===== src/pkg/srrc_pkg.sv =====
package srrc_pkg;
   // ==========================================================
   // Clock and stepping rates
   // ==========================================================
   localparam int CLK_HZ = 125000000;
   localparam int RATE_FLOOR_HZ = 100;
   localparam int RATE_STEP_HZ = 50;
   localparam int RATE_ROT_MAX_HZ = 1000;
   localparam int RATE_FOC_MAX_HZ = 500;
   localparam int RATE_FALLBACK_HZ = 250;
   localparam logic [10:0] RATE_FLOOR = 11'd100;
   localparam logic [10:0] RATE_STEP = 11'd50;
   localparam logic [10:0] RATE_ROT_MAX = 11'd1000;
   localparam logic [10:0] RATE_FOC_MAX = 11'd500;
   localparam logic [10:0] RATE_FALLBACK = 11'd250;
   // Steps spent at each rate before the next ramp increment.
   localparam logic [7:0] STEPS_PER_RATE = 8'h04;
   // Step pulse width on the translator input.
   localparam int PULSE_NS = 1000;
   localparam int PULSE_CYC = (PULSE_NS * (CLK_HZ / 1000000) + 999) / 1000;
   // Position readout width and half turn of the rotation axis.
   localparam int POS_W = 14;
   localparam logic [POS_W-1:0] POS_HALF = 14'h2000;
   // Stall watch: steps issued with no readout movement.
   localparam logic [7:0] STALL_STEPS = 8'h10;

   // ==========================================================
   // Types
   // ==========================================================
   typedef enum logic [2:0] {
      SRRC_IDLE = 3'b000,
      SRRC_WAKE = 3'b001,
      SRRC_RUN = 3'b010,
      SRRC_DONE = 3'b011,
      SRRC_SHUT = 3'b100
   } srrc_state_t;

   typedef struct packed {
      logic step_cw;
      logic step_ccw;
      logic power_on;
      logic brake_release;
   } srrc_drive_t;
endpackage : srrc_pkg


===== src/hdl/srrc_top.sv =====
`timescale 1ns/10ps
// How it works
// - Each step is one pulse on either the clockwise or the counter-clockwise output.
// - Stepping never runs below the floor rate, and every move starts at it.
// - The rate rises in fixed increments up to the axis ceiling, higher for rotation.
// - The rate falls in fixed decrements down to the floor as convergence rate.
// - Deceleration starts once the remaining distance is at or below the steps needed to slow down.
// - On completion the brake engages and translator power is removed.
// - A first stall drops the rate to the floor and caps later ramps at the fallback rate.
// - A second stall stops stepping and shuts the drive down.
// - Rotation moves take the direction of the smaller angle.
// - An active limit blocks steps into it but allows steps away from it.
module srrc_top (
   // Clock and reset
   input wire logic CLK,
   input wire logic RST,
   // Axis select: high for rotation, low for focus
   input wire logic AXIS_ROT,
   // Command
   input wire logic CMD_GO,
   input wire logic [13:0] CMD_TARGET,
   // Position readout and limits from the mount
   input wire logic [13:0] POS_IN,
   input wire logic LIMIT_CW_IN,
   input wire logic LIMIT_CCW_IN,
   // Translator and switching outputs
   output srrc_pkg::srrc_drive_t DRIVE,
   // Status
   output logic BUSY,
   output logic DONE_PULSE,
   output logic SHUTDOWN
);
   // ==========================================================
   // Input synchronisers
   // ==========================================================
   logic [13:0] pos_s1_reg, pos_s2_reg;
   logic [13:0] pos_s3_reg, pos_hold_reg;
   logic [1:0] lim_s1_reg, lim_s2_reg;
   logic axis_s1_reg, axis_s2_reg;

   // Mount signals arrive from another domain; two flops each.
   always_ff @(posedge CLK) begin
      pos_s1_reg <= POS_IN;
      pos_s2_reg <= pos_s1_reg;
      lim_s1_reg <= {LIMIT_CCW_IN, LIMIT_CW_IN};
      lim_s2_reg <= lim_s1_reg;
      axis_s1_reg <= AXIS_ROT;
      axis_s2_reg <= axis_s1_reg;
   end

   // The readout is a multi-bit word from another domain, so its bits may land in
   // different cycles; a value is only taken once two samples in a row agree.
   always_ff @(posedge CLK) begin
      pos_s3_reg <= pos_s2_reg;
      if (pos_s2_reg == pos_s3_reg) begin
         pos_hold_reg <= pos_s2_reg;
      end
   end

   // ==========================================================
   // State and registers
   // ==========================================================
   srrc_pkg::srrc_state_t state_reg, state_next;
   logic [10:0] rate_reg, rate_next;
   logic [26:0] acc_reg, acc_next;
   logic [7:0] dwell_reg, dwell_next;
   logic [7:0] stall_cnt_reg, stall_cnt_next;
   logic [13:0] last_pos_reg, last_pos_next;
   logic [13:0] target_reg, target_next;
   logic fallback_reg, fallback_next;
   logic dir_cw_reg, dir_cw_next;
   logic [7:0] pulse_reg, pulse_next;
   logic [15:0] decel_steps_reg, decel_steps_next;
   srrc_pkg::srrc_drive_t drive_reg, drive_next;
   logic done_reg, done_next;
   logic shut_reg, shut_next;

   // Modular distance in the chosen direction.
   function automatic logic [13:0] dist_f(input logic [13:0] a, input logic [13:0] b);
      dist_f = b - a;
   endfunction : dist_f

   // ==========================================================
   // Decoding
   // ==========================================================
   wire [13:0] fwd_dist = dist_f(pos_hold_reg, target_reg);
   wire [13:0] rev_dist = dist_f(target_reg, pos_hold_reg);
   wire rot_cw = (fwd_dist < srrc_pkg::POS_HALF);
   // Focus has no wrap: clockwise means upward to a larger count.
   wire foc_cw = (target_reg > pos_hold_reg);
   wire dir_pick = axis_s2_reg ? rot_cw : foc_cw;
   wire [13:0] remain = dir_cw_reg ? fwd_dist : rev_dist;
   wire at_target = (pos_hold_reg == target_reg);
   // ceiling by axis, capped during fallback
   wire [10:0] axis_max = axis_s2_reg ? srrc_pkg::RATE_ROT_MAX : srrc_pkg::RATE_FOC_MAX;
   wire [10:0] rate_cap = fallback_reg ? srrc_pkg::RATE_FALLBACK : axis_max;
   // limit blocks motion into it only
   wire blocked = dir_cw_reg ? lim_s2_reg[0] : lim_s2_reg[1];
   // Phase accumulator: one overflow per step at rate_reg steps per second.
   wire [27:0] acc_sum = {1'b0, acc_reg} + {17'h00000, rate_reg};
   wire step_tick = (acc_sum >= 28'(srrc_pkg::CLK_HZ));
   // steps needed to come back down to the floor
   wire near_set = ({2'b00, remain} <= decel_steps_reg);
   wire can_up = (rate_reg + srrc_pkg::RATE_STEP) <= rate_cap;
   wire can_down = rate_reg > srrc_pkg::RATE_FLOOR;
   wire moved = (pos_hold_reg != last_pos_reg);

   // ==========================================================
   // Next-state logic
   // ==========================================================
   always_comb begin
      state_next = state_reg;
      rate_next = rate_reg;
      acc_next = acc_reg;
      dwell_next = dwell_reg;
      stall_cnt_next = stall_cnt_reg;
      last_pos_next = last_pos_reg;
      target_next = target_reg;
      fallback_next = fallback_reg;
      dir_cw_next = dir_cw_reg;
      pulse_next = (pulse_reg != 8'h00) ? pulse_reg - 8'h01 : 8'h00;
      decel_steps_next = decel_steps_reg;
      drive_next = drive_reg;
      done_next = 1'b0;
      shut_next = shut_reg;
      if (pulse_reg == 8'h01) begin
         drive_next.step_cw = 1'b0;
         drive_next.step_ccw = 1'b0;
      end
      case (state_reg)
         srrc_pkg::SRRC_IDLE: begin
            if (CMD_GO) begin
               target_next = CMD_TARGET;
               shut_next = 1'b0;
               fallback_next = 1'b0;
               drive_next.power_on = 1'b1;
               drive_next.brake_release = 1'b1;
               state_next = srrc_pkg::SRRC_WAKE;
            end
         end
         srrc_pkg::SRRC_WAKE: begin
            // every move starts at the floor
            rate_next = srrc_pkg::RATE_FLOOR;
            acc_next = 27'h0000000;
            dwell_next = 8'h00;
            stall_cnt_next = 8'h00;
            decel_steps_next = 16'h0000;
            last_pos_next = pos_hold_reg;
            dir_cw_next = dir_pick;
            state_next = srrc_pkg::SRRC_RUN;
         end
         srrc_pkg::SRRC_RUN: begin
            if (at_target) begin
               state_next = srrc_pkg::SRRC_DONE;
            end else if (step_tick) begin
               acc_next = 27'(acc_sum - 28'(srrc_pkg::CLK_HZ));
               if (!blocked) begin
                  drive_next.step_cw = dir_cw_reg;
                  drive_next.step_ccw = !dir_cw_reg;
                  pulse_next = 8'(srrc_pkg::PULSE_CYC);
               end
               if (moved) begin
                  stall_cnt_next = 8'h00;
                  last_pos_next = pos_hold_reg;
               end else if (!blocked) begin
                  stall_cnt_next = stall_cnt_reg + 8'h01;
               end
               dwell_next = dwell_reg + 8'h01;
               if (!moved && !blocked && stall_cnt_reg + 8'h01 >= srrc_pkg::STALL_STEPS) begin
                  if (fallback_reg) begin
                     shut_next = 1'b1;
                     state_next = srrc_pkg::SRRC_DONE;
                  end else begin
                     // drop to floor, cap at fallback
                     fallback_next = 1'b1;
                     rate_next = srrc_pkg::RATE_FLOOR;
                     decel_steps_next = 16'h0000;
                     stall_cnt_next = 8'h00;
                     dwell_next = 8'h00;
                  end
               end else if (dwell_reg + 8'h01 >= srrc_pkg::STEPS_PER_RATE) begin
                  dwell_next = 8'h00;
                  if (near_set && can_down) begin
                     rate_next = rate_reg - srrc_pkg::RATE_STEP;
                     decel_steps_next = decel_steps_reg - 16'(srrc_pkg::STEPS_PER_RATE);
                  end else if (!near_set && can_up) begin
                     rate_next = rate_reg + srrc_pkg::RATE_STEP;
                     decel_steps_next = decel_steps_reg + 16'(srrc_pkg::STEPS_PER_RATE);
                  end
               end
            end
         end
         srrc_pkg::SRRC_DONE: begin
            drive_next = '0;
            done_next = 1'b1;
            state_next = shut_reg ? srrc_pkg::SRRC_SHUT : srrc_pkg::SRRC_IDLE;
         end
         srrc_pkg::SRRC_SHUT: begin
            // Stays down until a new command is issued.
            drive_next = '0;
            if (CMD_GO) begin
               state_next = srrc_pkg::SRRC_IDLE;
            end
         end
         default: begin
            state_next = srrc_pkg::SRRC_IDLE;
         end
      endcase
   end

   // ==========================================================
   // Registers
   // ==========================================================
   always_ff @(posedge CLK) begin
      if (RST) begin
         state_reg <= srrc_pkg::SRRC_IDLE;
         rate_reg <= srrc_pkg::RATE_FLOOR;
         acc_reg <= '0;
         dwell_reg <= '0;
         stall_cnt_reg <= '0;
         last_pos_reg <= '0;
         target_reg <= '0;
         fallback_reg <= 1'b0;
         dir_cw_reg <= 1'b0;
         pulse_reg <= '0;
         decel_steps_reg <= '0;
         drive_reg <= '0;
         done_reg <= 1'b0;
         shut_reg <= 1'b0;
      end else begin
         state_reg <= state_next;
         rate_reg <= rate_next;
         acc_reg <= acc_next;
         dwell_reg <= dwell_next;
         stall_cnt_reg <= stall_cnt_next;
         last_pos_reg <= last_pos_next;
         target_reg <= target_next;
         fallback_reg <= fallback_next;
         dir_cw_reg <= dir_cw_next;
         pulse_reg <= pulse_next;
         decel_steps_reg <= decel_steps_next;
         drive_reg <= drive_next;
         done_reg <= done_next;
         shut_reg <= shut_next;
      end
   end

   // DRIVE, DONE_PULSE and SHUTDOWN come straight from flops; BUSY is decoded from the state.
   assign DRIVE = drive_reg;
   assign DONE_PULSE = done_reg;
   assign SHUTDOWN = shut_reg;
   assign BUSY = (state_reg != srrc_pkg::SRRC_IDLE) && (state_reg != srrc_pkg::SRRC_SHUT);
endmodule : srrc_top


===== config.mk =====
export PLATFORM = sky130hd
export DESIGN_NAME = srrc_top
export DESIGN_NICKNAME = d
export VERILOG_FILES = /design/src/pkg/srrc_pkg.sv /design/src/hdl/srrc_top.sv
export SDC_FILE = /design/constraint.sdc
export NUM_CORES = 1
export LEC_CHECK = 0
export BUFFER_PORTS_ARGS = -buffer_cell sky130_fd_sc_hd__clkbuf_2
export CAP_MARGIN = 0
export CORE_ASPECT_RATIO = 2
export CORE_MARGIN = 5
export CORE_UTILIZATION = 45
export CTS_CLUSTER_SIZE = 30
export DETAILED_ROUTE_END_ITERATION = 10
export MAX_ROUTING_LAYER = met4
export SYNTH_ARGS = -nofsm -noshare
export SYNTH_HDL_FRONTEND = slang
export SYNTH_SLANG_ARGS = --single-unit

===== constraint.sdc =====
create_clock -name CLK -period 6.45 [get_ports CLK]
set_input_delay 0.645 -clock CLK [delete_from_list [all_inputs] [get_ports CLK]]
set_output_delay 0.645 -clock CLK [all_outputs]
set_load 0.02 [all_outputs]

==> out/results.txt <==
The floorplan step set the die height to 229.1 microns. The cell area that synthesis handed to floorplanning was 10800 sq um. In the layout the commonest cells are dfxtp_1, nand2_1, a21oi_1. The flop and latch count out of synthesis is 175, and the power density over cell area is 228.9 nW/um^2. Leaving out fill and tap cells, the most frequent cell in the layout is dfxtp_1.

The number of different library cells used by synthesis comes to 82. The growth of design area from synthesis to finish works out to 9.503%. The final max-slew violation count came out at 0. The number of vias per cell is 5.790. The type of element launching the critical path was a flip-flop. The run finished with clean final reports. In the final timing run, aggregate negative setup slack is 0 ps. The run gives 3643 sq um as the total area of sequential cells.

The number of nets in the synthesized netlist is 1398. In this run the worst setup path begins at pos_hold_reg[0]. For this configuration, the core starts out at a cell density of 45.51%. Overall power consumption after layout is estimated at 0.002707 W. The worst hold path begins at POS_IN[4]. In this run the critical register-to-register path is launched from pos_hold_reg[0]. The setup-violating endpoint count in the final report was 0; the clock-pin slew on the worst setup and hold paths was 70 ps. The logs give 0 for the count of max-cap constraint violations and 175 for the number of clock sinks.

Nature of the critical path endpoint: a flip-flop. The post-route netlist has 10.49% of its cells at a drive strength greater than 1. The clock passes through at most 2 buffers. In this run the count of I/O pins placed on the die edge is 41.

The final count of hold timing violations was 0; the share of Yosys cell area claimed by the top area cell type was 29.85%. Across all register-to-register paths, the minimum setup slack is 420 ps. During synthesis, Yosys emitted a total of 0 warnings. At the worst endpoint, the arrival time is 6370 ps. The worst path meets setup with 416.0 ps of slack. For the pin with the worst max-slew slack, the measured transition is 850.8 ps.

The repair_antennas step left the layout with diodes totalling 0. The first TritonRoute pass finished after 5 iterations. The detail-routed net length per standard cell was 18.18 microns; the worst stage delay on the critical path was 440 ps.

Maximum fanout along the worst path: 7. For the via count of the first global-routing pass, the log shows 9417. Proportion of power drawn by flip-flops and latches: 44.3%.

The clock network burns 37.7% of the power. The die covers 27380 sq um. The global-route wire length before repair was 46640 microns. Counting flops with an async set or reset pin after synthesis yields a share of 0%. Each instance of the synthesized netlist takes up on average 8.428 sq um.

For the combinational share of power, the log shows 18.0%. The worst path needs 6034 ps of the cycle, external delays included. In this run, the number of DRC markers left after iteration 0 of detailed routing was 432. Setup repair after global routing left no endpoint under its margin. The clock root buffer was clkbuf_16.

Area of the multi-input gates: 6588 sq um. The number of I/O port buffers is 40, and the highest clock rate is 165.7 MHz. In this run the remaining antenna-violating nets after routing total 0. In this run the horizontal extent of the chip is 119.5 microns. The largest total area in the synthesized netlist belongs to dfxtp_1.

The internal power of the cells totals 0.001896 W. Counting cells, the worst reg-to-reg path comes to 28. The number of cells on the worst hold path came out at 1. Across the VDD grid, the largest voltage drop is 0.3263 mV. The tools report the final HPWL from detailed placement as 22220 microns. By area the synthesized netlist is led by dfxtp_1, ha_1, nand2_1, xnor2_1, a21oi_1.

The post-route clock skew was 10.94 ps. The later pin in the worst-skew pair is clocked with a latency of 450 ps. The floorplan step defined a core boundary enclosing 23720 sq um. The number of enable flip-flop cells after synthesis works out to 14. Summed over all nets, the switching power comes to 0.0008104 W. Including well taps, the total number of placed cells is 1561. On the critical path, the stage with the largest delay is an instance of edfxtp_1. The overall via count from detail_route was 9224.

The run gives 33.75% as the sequential cell area fraction in the yosys report. Summed over all cells, the static leakage comes to 4.923 nW. In this design, the critical path's most frequently occurring cell is a21o_1. TritonCTS built the clock tree. In this run the number of H-tree levels came out at 4. Summed over all layers, the global routing overflow is 0.

For this block, the routed nets add up to 28960 microns of wire. At the end of routability-driven placement, the weighted congestion stood at 0.9361. The pin count of the biggest net entering global routing came out at 57. For this run, design rule violations remaining after detail routing come to 0. The number of nets at the end of the flow is 1410, and the standard-cell row count is 80. The tools report the pre-CTS setup slack as 196.9 ps.

The number of antenna violations at the first check in global routing came out at 0. Of the total power, the share spent switching nets is 29.94%. The worst pin sits at a relative slew slack of 42.76%. Of the available clock period, the critical path in the final layout requires 93.55%. The tightest hold path in the finished design has a slack of 293.4 ps. The fill cell total of the finished layout was 2298; the required time at the endpoint of the critical path was 6790 ps. The clock buffer count from CTS was 17; the gate count after technology mapping was 1281. The tools report the non-filler instance count after layout as 1593. Among all flip-flop cells after synthesis, the most frequent one is dfxtp_1. The tools report the global-route total usage across every layer as 22.11%. By startpoint and endpoint, the worst setup path is classified as reg2reg. Worst hold-check path type: in2reg.

The register with the most flip-flops in the layout has 27 of them.
[worst max-delay path, delay by kind of cell, from the launching register on]
kind	cells	cell delay (ps)
AO/OA/AOI/OAI	18	3480
adder cells (fa/ha/maj)	4	1040
flip-flops	1	440
buffers and inverters	3	320
XOR/XNOR	2	320
multiplexers	1	300
[per-stage QoR]
| step | area (sq um) | utilization [%] |
|---|---|---|
| 3_3_place_gp | 11230 | 47.36 |
| 6_report | 11820 | 49.84 |
| 2_1_floorplan | 10800 | - |
| 5_1_grt | 11820 | 49.84 |
| 4_1_cts | 11820 | 49.81 |
| 3_5_place_dp | 11230 | 47.36 |
[path summary, 6_finish.rpt]
check | to
setup / recovery | decel_steps_reg[15]
hold / removal | pos_s1_reg[4]
setup reg to reg | decel_steps_reg[15]
hold reg to reg | pos_s2_reg[9]
[layout make-up]
type,count,share of cell area (%)
Multi-Input combinational cell,959,55.72
Sequential cell,175,30.82
Clock buffer,17,3.598
Tap cell,287,3.037
Timing Repair Buffer,60,2.963
Inverter,80,2.540
Clock inverter,15,1.323
[repair_timing]
item                                    CTS  global route
endpoints found under the setup margin    0             3
hold buffers                              0             0
resized for setup                         0             3
setup buffers                             0             0
[logic make-up after synthesis]
| kind of cell | after synthesis | synth area share [%] |
|---|---|---|
| simple gates | 415 | 18.32 |
| mux | 48 | 4.554 |
| fa+ha+maj | 83 | 9.827 |
| flops | 175 | 33.75 |
| xor+xnor | 96 | 7.927 |
| buf+inv | 147 | 5.621 |
| compound gates | 317 | 20.00 |
[routing by layer]
layer  global-route usage, %  share of wire (%)  vias up
met5                       -                  0        -
met4                   13.09                5.8        0
met3                   3.062                2.5       89
met2                   43.08                 57      208
met1                   19.61                 35     4357
li1                        -                  -     4570
[power by group through the flow]
stage	logic [W]	clock network [W]	registers (W)
2_1_floorplan	0.000372	0	0.00120
3_3_place_gp	0.000480	0	0.00122
3_5_place_dp	0.000486	0	0.00122
4_1_cts	0.000488	0.00105	0.00120
5_1_grt	0.000541	0.00110	0.00121
6_report	0.000486	0.00102	0.00120
[synth_stat cells (4+ instances only)]
cell / instances
dfxtp_1: 161
nand2_1: 151
a21oi_1: 93
ha_1: 80
inv_1: 79
nor2_1: 68
nand3_1: 57
xnor2_1: 55
o21ai_0: 48
clkbuf_1: 46
a21o_1: 41
mux2i_1: 39
xor2_1: 39
nor3_1: 29
a31oi_1: 26
nand4_1: 17
nor4_1: 17
nand2b_1: 16
and3_1: 14
edfxtp_1: 14
o22ai_1: 12
or3_1: 11
buf_2: 10
mux2_2: 9
o21a_1: 8
a211oi_1: 7
and2_1: 7
o211ai_1: 7
a221oi_1: 6
and4_1: 6
nor2b_1: 6
a22oi_1: 5
buf_4: 5
o21bai_1: 5
o221ai_1: 5
or2_2: 5
nand3b_1: 4
Note: power is estimated with default switching activity, not from simulation.
